===== src/design/therm_cfg.svh =====
`ifndef THERM_CFG_SVH
`define THERM_CFG_SVH
// Bus address
`define SLAVE_ADDR        7'h5A
// Register map
`define REG_CTRL_ADDR     8'h05
`define REG_FAULT_ADDR    8'h08
`define CTRL_LATCHOFF_BIT 0
`define FAULT_HOT_BIT     0
`define FAULT_COLD_BIT    1
`define CTRL_RESET        8'h00
`define FAULT_RESET       8'h00
`endif


===== src/design/therm_pkg.sv =====
package therm_pkg;
  typedef enum logic [2:0] {
    st_idle, st_addr, st_addr_ack, st_reg, st_reg_ack, st_wdata, st_wdata_ack, st_rdata
  } i2c_state_e;
  // Thermistor comparator results
  typedef struct packed {
    logic below_low;
    logic above_high;
  } therm_cmp_s;
endpackage


===== src/design/pin_sync.sv =====
`timescale 1ns/10ps
// Two-stage synchroniser for pin inputs
module pin_sync #(
  parameter int W = 1
) (
  // Clock and reset
  input  wire logic         mclk,
  input  wire logic         rstn,
  // Data
  input  wire logic [W-1:0] async_in,
  output logic      [W-1:0] sync_out
);
  logic [W-1:0] meta_reg;

  // Both stages reset to idle-high
  always_ff @(posedge mclk) begin
    if (!rstn) begin
      meta_reg <= '1;
      sync_out <= '1;
    end else begin
      meta_reg <= async_in;
      sync_out <= meta_reg;
    end
  end
endmodule // pin_sync


===== src/design/i2c_therm_latch.sv =====
`timescale 1ns/10ps
`include "therm_cfg.svh"
module i2c_therm_latch (
  // Clock and reset
  input  wire logic mclk,
  input  wire logic rstn,
  // I2C pins
  input  wire logic scl_in,
  input  wire logic sda_in,
  output logic      sda_out,
  output logic      sda_oe,
  // Thermistor comparators and button
  input  wire logic thermistor_low_threshold,
  input  wire logic thermistor_high_threshold,
  input  wire logic wake_button_input,
  // Charger status
  output logic      charge_enable,
  output logic      therm_fault
);
  // ****************************************
  // Synchronisers
  // ****************************************
  logic [4:0] raw_in;
  logic [4:0] syn;
  logic       scl_s;
  logic       sda_s;
  logic       btn_n;
  therm_pkg::therm_cmp_s cmp;
  logic [1:0] settle_reg;
  logic       sync_valid;

  assign raw_in = {wake_button_input, thermistor_high_threshold, thermistor_low_threshold,
                   sda_in, scl_in};

  pin_sync #(.W(5)) u_sync (
    .mclk     (mclk),
    .rstn     (rstn),
    .async_in (raw_in),
    .sync_out (syn)
  );

  // Comparators masked until the chain holds real pin samples
  assign scl_s = syn[0];
  assign sda_s = syn[1];
  assign sync_valid = settle_reg[1];
  assign cmp.below_low  = ~syn[2] & sync_valid;
  assign cmp.above_high = syn[3] & sync_valid;
  assign btn_n = syn[4];

  // Chain resets high but the high comparator idles low: hide two edges
  always_ff @(posedge mclk) begin
    if (!rstn) settle_reg <= 2'h0;
    else settle_reg <= {settle_reg[0], 1'b1};
  end

  // ****************************************
  // Bus condition detection
  // ****************************************
  logic scl_d_reg;
  logic sda_d_reg;
  logic btn_d_reg;

  // Previous sampled levels
  always_ff @(posedge mclk) begin
    if (!rstn) begin
      scl_d_reg <= 1'b1;
      sda_d_reg <= 1'b1;
      btn_d_reg <= 1'b1;
    end else begin
      scl_d_reg <= scl_s;
      sda_d_reg <= sda_s;
      btn_d_reg <= btn_n;
    end
  end

  wire start_det = scl_s & scl_d_reg & sda_d_reg & ~sda_s;
  wire stop_det  = scl_s & scl_d_reg & ~sda_d_reg & sda_s;
  wire scl_rise  = scl_s & ~scl_d_reg;
  wire scl_fall  = ~scl_s & scl_d_reg;
  wire btn_press = btn_d_reg & ~btn_n;

  // ****************************************
  // Packet state machine
  // ****************************************
  therm_pkg::i2c_state_e state_reg;
  therm_pkg::i2c_state_e state_next;
  logic [7:0] shift_reg;
  logic [3:0] bit_cnt_reg;
  logic [7:0] ptr_reg;
  logic       rw_reg;
  logic [7:0] ctrl_reg;
  logic [7:0] fault_reg;
  logic       sda_oe_reg;
  logic       sda_out_reg;

  // Nine SCL rises per byte: counts 0-7 carry data, count 8 is the ack slot
  wire [7:0] shift_in  = {shift_reg[6:0], sda_s};
  wire       byte_done = scl_rise & (bit_cnt_reg == 4'h7);
  wire       ack_slot  = (bit_cnt_reg == 4'h8);
  wire       ack_rise  = scl_rise & ack_slot;
  wire       ack_end   = scl_fall & (bit_cnt_reg == 4'h0);
  wire       addr_hit  = (shift_in[7:1] == `SLAVE_ADDR);

  // Register read mux
  function automatic logic [7:0] reg_read(input logic [7:0] a, input logic [7:0] c,
                                          input logic [7:0] f);
    reg_read = (a == `REG_CTRL_ADDR) ? c : (a == `REG_FAULT_ADDR) ? f : 8'h00;
  endfunction

  wire [7:0] rd_byte = reg_read(ptr_reg, ctrl_reg, fault_reg);
  // Read bit for the coming SCL high, MSB first
  wire [2:0] rd_idx   = 3'h7 - bit_cnt_reg[2:0];
  wire       rd_drive = ~rd_byte[rd_idx];
  wire wr_ctrl  = (state_reg == therm_pkg::st_wdata) & byte_done & (ptr_reg == `REG_CTRL_ADDR);
  wire wr_fault = (state_reg == therm_pkg::st_wdata) & byte_done & (ptr_reg == `REG_FAULT_ADDR);

  // Next state; no timer anywhere, states wait on bus edges only
  always_comb begin
    state_next = state_reg;
    case (state_reg)
      therm_pkg::st_idle:      state_next = state_reg;
      therm_pkg::st_addr:      if (byte_done) begin
        state_next = addr_hit ? therm_pkg::st_addr_ack : therm_pkg::st_idle;
      end
      therm_pkg::st_addr_ack:  if (ack_end) begin
        state_next = rw_reg ? therm_pkg::st_rdata : therm_pkg::st_reg;
      end
      therm_pkg::st_reg:       if (byte_done) state_next = therm_pkg::st_reg_ack;
      therm_pkg::st_reg_ack:   if (ack_end) state_next = therm_pkg::st_wdata;
      therm_pkg::st_wdata:     if (byte_done) state_next = therm_pkg::st_wdata_ack;
      therm_pkg::st_wdata_ack: if (ack_end) state_next = therm_pkg::st_wdata;
      therm_pkg::st_rdata:     if (ack_rise & sda_s) state_next = therm_pkg::st_idle;
      default:                 state_next = therm_pkg::st_idle;
    endcase
    if (start_det) state_next = therm_pkg::st_addr;
    else if (stop_det) state_next = therm_pkg::st_idle;
  end

  // State, shifter and pointer
  always_ff @(posedge mclk) begin
    if (!rstn) begin
      state_reg   <= therm_pkg::st_idle;
      bit_cnt_reg <= 4'h0;
      shift_reg   <= 8'h00;
      ptr_reg     <= 8'h00;
      rw_reg      <= 1'b0;
    end else begin
      state_reg <= state_next;
      if (start_det) bit_cnt_reg <= 4'h0;
      else if (ack_rise) bit_cnt_reg <= 4'h0;
      else if (scl_rise) bit_cnt_reg <= bit_cnt_reg + 4'h1;
      if (scl_rise) shift_reg <= shift_in;
      if ((state_reg == therm_pkg::st_addr) & byte_done) rw_reg <= sda_s;
      if ((state_reg == therm_pkg::st_reg) & byte_done) ptr_reg <= shift_in;
      else if ((state_reg == therm_pkg::st_wdata) & byte_done) ptr_reg <= ptr_reg + 8'h01;
      else if ((state_reg == therm_pkg::st_rdata) & byte_done) ptr_reg <= ptr_reg + 8'h01;
    end
  end

  // SDA drive: ack slots and read data, set on SCL fall, released on start or stop with SCL high
  always_ff @(posedge mclk) begin
    if (!rstn) begin
      sda_oe_reg  <= 1'b0;
      sda_out_reg <= 1'b0;
    end else begin
      sda_out_reg <= 1'b0;
      if (start_det | stop_det) sda_oe_reg <= 1'b0;
      else if (scl_fall) begin
        case (state_reg)
          therm_pkg::st_addr_ack:  sda_oe_reg <= ack_slot | (rw_reg & rd_drive);
          therm_pkg::st_reg_ack,
          therm_pkg::st_wdata_ack: sda_oe_reg <= ack_slot;
          therm_pkg::st_rdata:     sda_oe_reg <= ~ack_slot & rd_drive;
          default:                 sda_oe_reg <= 1'b0;
        endcase
      end
    end
  end

  // ****************************************
  // Registers and thermal latch
  // ****************************************
  wire cmp_fault = cmp.below_low | cmp.above_high;
  wire restart   = (btn_press & ~ctrl_reg[`CTRL_LATCHOFF_BIT]) | wr_fault;
  logic chg_reg;

  // Volatile regs: defaults on power-up reset; fault set beats clear
  always_ff @(posedge mclk) begin
    if (!rstn) begin
      ctrl_reg  <= `CTRL_RESET;
      fault_reg <= `FAULT_RESET;
      chg_reg   <= 1'b1;
    end else begin
      if (wr_ctrl) ctrl_reg <= shift_in;
      if (wr_fault) fault_reg <= shift_in;
      if (cmp.above_high) fault_reg[`FAULT_HOT_BIT] <= 1'b1;
      if (cmp.below_low) fault_reg[`FAULT_COLD_BIT] <= 1'b1;
      if (cmp_fault) chg_reg <= 1'b0;
      else if (restart) chg_reg <= 1'b1;
    end
  end

  // ****************************************
  // Outputs from flops
  // ****************************************
  logic fault_o_reg;
  always_ff @(posedge mclk) begin
    if (!rstn) fault_o_reg <= 1'b0;
    else fault_o_reg <= |fault_reg;
  end

  assign sda_out       = sda_out_reg;
  assign sda_oe        = sda_oe_reg;
  assign charge_enable = chg_reg;
  assign therm_fault   = fault_o_reg;
endmodule // i2c_therm_latch


===== config.mk =====
export PLATFORM = sky130hd
export DESIGN_NAME = i2c_therm_latch
export DESIGN_NICKNAME = d
export VERILOG_FILES = /design/src/design/therm_pkg.sv /design/src/design/pin_sync.sv /design/src/design/i2c_therm_latch.sv
export VERILOG_INCLUDE_DIRS = /design/src /design/src/design
export SDC_FILE = /design/constraint.sdc
export NUM_CORES = 1
export LEC_CHECK = 0
export ABC_CLOCK_PERIOD_IN_PS = 3400
export BUFFER_PORTS_ARGS = -buffer_cell sky130_fd_sc_hd__clkbuf_2
export CORE_MARGIN = 1.5
export CORE_UTILIZATION = 24
export DETAILED_ROUTE_END_ITERATION = 7
export PLACE_DENSITY = 0.37
export SETUP_SLACK_MARGIN = 0.05
export SYNTH_ARGS = -nofsm -noshare
export SYNTH_HDL_FRONTEND = slang
export SYNTH_SLANG_ARGS = --single-unit

===== constraint.sdc =====
create_clock -name mclk -period 3.4 [get_ports mclk]
set_clock_uncertainty 0.2 [all_clocks]
set_input_delay 0.51 -clock mclk [delete_from_list [all_inputs] [get_ports mclk]]
set_output_delay 0.51 -clock mclk [all_outputs]
set_load 0.03 [all_outputs]

==> run_results.csv <==
group,metric,value,unit
run_status,status,"complete, no violations",
setup_path,r2r_setup_slack,780,ps
placement,numPortBuffers,9,
final_layout,layout.nets,326,
setup_path,reg2regPathDepth,6,
setup_path,required,3400,ps
detailed_routing,highest_layer,"met4",
clock_tree,cts_resized,0,
detailed_routing,viasPerCell,4.70,
timing,setup-tns-final,0,ps
clock_tree,clock_sinks,57,
power,p_leak,0.00123,µW
detailed_routing,ant_nets,0,
setup_path,cp.arrival,2620,ps
clock_tree,clk_path_buf_depth,2,
detailed_routing,wirelength,6.59,mm
floorplan,rows,38,
clock_tree,cts_root_buf,"clkbuf_16",
logic_synthesis,syn_nets,325,
global_routing,grt_pass1_wl,11.3,mm
logic_synthesis,synth_top_area_share,41.5,%
global_routing,grt_overflow,0,
placement,post-place-cells,443,
timing,finalHoldViolCount,0,
logic_synthesis,synth_edf_count,0,
detailed_routing,wl_met2,3.09,mm
floorplan,die_h,110,µm
global_routing,grt_pass1_vias,2163,
clock_tree,htreeDepth,3,
logic_synthesis,synth_area_leader_cell,"dfxtp_1",
detailed_routing,drc,0,
logic_synthesis,synth-seq-cells,57,
setup_path,crit_fanout,16,
floorplan,die_w,110,µm
logic_synthesis,synth-seq-area-share,41.5,%
clock_tree,cts_setup_buffers,0,
timing,fin_crit,2620,ps
timing,rsz0062_at_grt,"no",
logic_synthesis,synth_area_leaders,"dfxtp_1 (42%), mux2i_1 (7.3%), nand2_1 (5.1%)",
final_layout,stdcell_area,3160,µm²
placement,gp_congestion,0.721,
logic_synthesis,ys_warn_count,0,
logic_synthesis,syn-instance-count,313,
placement,placed_area,2850,µm²
clock_tree,clkTransAtPathRegs,50,ps
timing,finalMaxSlewViolations,0,
logic_synthesis,ys_types,54,
logic_synthesis,syn_avg_cell_area,8.78,µm²
hold_path,hold_path.class,"in2reg",
setup_path,start_kind,"flip-flop",
global_routing,grt_start_max_net_pins,22,
hold_path,hold_depth,2,
logic_synthesis,synthArstFlopShare,0,%
floorplan,ios,11,
timing,worstMarginPinSlew,653,ps
timing,slew_headroom,56.4,%
timing,max_freq,382,MHz
detailed_routing,drt-initial-drc-count,83,
floorplan,dieArea,12100,µm²
logic_synthesis,synthFlopType,"dfxtp_1",
detailed_routing,via_count,2157,
final_layout,instances_no_fill,459,
placement,dp_hpwl,4.53,mm
global_routing,grt_usage,12.7,%
clock_tree,cts_tree,"done",
clock_tree,holdBufCountCts,0,
power,ir_worst_vdd,0.260,mV
power,p_per_area,522,nW/µm²
final_layout,drive_gt1_share,11.0,%
setup_path,criticalPathCategory,"reg2reg",
detailed_routing,drtPass1Iterations,4,
detailed_routing,dr_wl_met3,189,µm
clock_tree,cts_made_buffers,9,
final_layout,antenna_cells,0,
timing,fin_crit_sh,77.0,%
logic_synthesis,syn_area,2750,µm²
clock_tree,insertion_delay,330,ps
final_layout,syn_to_final_growth,15.0,%
global_routing,antenna_found_initial,0,
timing,setup_viol,0,
detailed_routing,m1WireLength,3.19,mm
detailed_routing,wl_per_cell,14.4,µm
setup_path,worstSetupEndpointType,"flip-flop",
floorplan,core-area,11000,µm²
floorplan,start_util,25.0,%
job,cap_violations,0,
## cell usage in the layout (no fill, tap or decap), types with 4 or more instances in the layout
master     count
dfxtp_1       57
nand2_1       37
nor2_1        34
a21oi_1       21
mux2i_1       20
nand2b_1      15
inv_1          9
clkbuf_16      9
clkbuf_2       9
o21ai_1        8
nor4_1         7
a21o_1         6
nor4b_1        6
o21ai_0        5
a31oi_1        5
ha_1           5
nor2b_1        4
or3_1          4
## layout make-up
type,instances,area (µm²)
fillers,1196,7820
clock buffers,11,253
well taps,140,175
multi-input cells,225,1440
flip-flops and latches,57,1140
repair buffers,11,60.1
clock inverters,5,53.8
inverters,10,37.5
## through the flow
step / hold WS, ps / total power, µW / utilization [%] / setup WS [ps]
finish: 162 / 1650 / 28.8 / 780
global route: 149 / 1720 / 28.8 / 542
CTS: 148 / 1680 / 28.8 / 749
detailed placement: 192 / 753 / 26.0 / 737
global placement: 190 / 754 / 26.0 / 814
floorplan: 186 / 739 / - / 1220
## where the power goes
| part | switching [µW] | leakage, µW | internal, µW |
|---|---|---|---|
| Combinational | 29.5 | 0.000615 | 18.0 |
| Sequential | 11.0 | 0.000463 | 681 |
| Clock | 309 | 0.000155 | 603 |
## cell usage after synthesis (2+ instances only)
cell type   n
a211oi_2    2
a21o_1      6
a21oi_1    21
a31oi_1     5
a32o_1      2
and2_1      2
and3_1      2
and3b_1     2
buf_2       7
buf_4       3
buf_6       4
clkbuf_1    6
dfxtp_1    57
ha_1        5
inv_1       9
mux2i_1    20
nand2_1    37
nand2b_1   15
nand3_1     3
nand4_1     3
nor2_1     34
nor2b_1     4
nor3_1      3
nor4_1      7
nor4_2      2
nor4b_1     6
nor4bb_1    3
o21ai_0     5
o21ai_1     8
or3_1       4
or3b_1      2
xnor2_1     2
## per-layer routing
metal | vias to the layer above | global-route usage [%]
li1 | 1094 | -
met5 | - | 0
met2 | 27 | 20.0
met4 | 0 | 5.29
met1 | 1027 | 15.8
met3 | 9 | 4.17
## worst max-delay path, cell delays in order, from the launching register on
cell      delay [ps]
dfxtp_1          610
ha_1             300
nand3b_4         110
nor2_1           270
nand4_1          580
mux2i_1          320
a21oi_1           80
## path summary, 6_finish.rpt
check,to,start
setup / recovery,fault_reg[0]$_SDFFE_PN0P_,bit_cnt_reg[1]$_SDFFE_PP0P_
hold / removal,u_sync.meta_reg[2]$_SDFF_PN1_,thermistor_low_threshold
setup reg to reg,fault_reg[0]$_SDFFE_PN0P_,bit_cnt_reg[1]$_SDFFE_PP0P_
hold reg to reg,u_sync.sync_out[2]$_SDFF_PN1_,u_sync.meta_reg[2]$_SDFF_PN1_
## logic make-up (layout without fill, tap and decap cells)
family                     count (synthesis)  in the layout  synth area share, %
and+or+nand+nor                          139            139                 28.1
DFF                                       57             57                 41.5
AOI/OAI and AO/OA                         55             55                 12.5
buffers and inverters                     31             37                 6.06
muxes                                     22             22                 8.52
adders and majority gates                  5              5                 2.28
xor gates and xnor gates                   3              3                0.956
other                                      1              1                0.136
No activity file was read; power rests on OpenSTA's default activity.
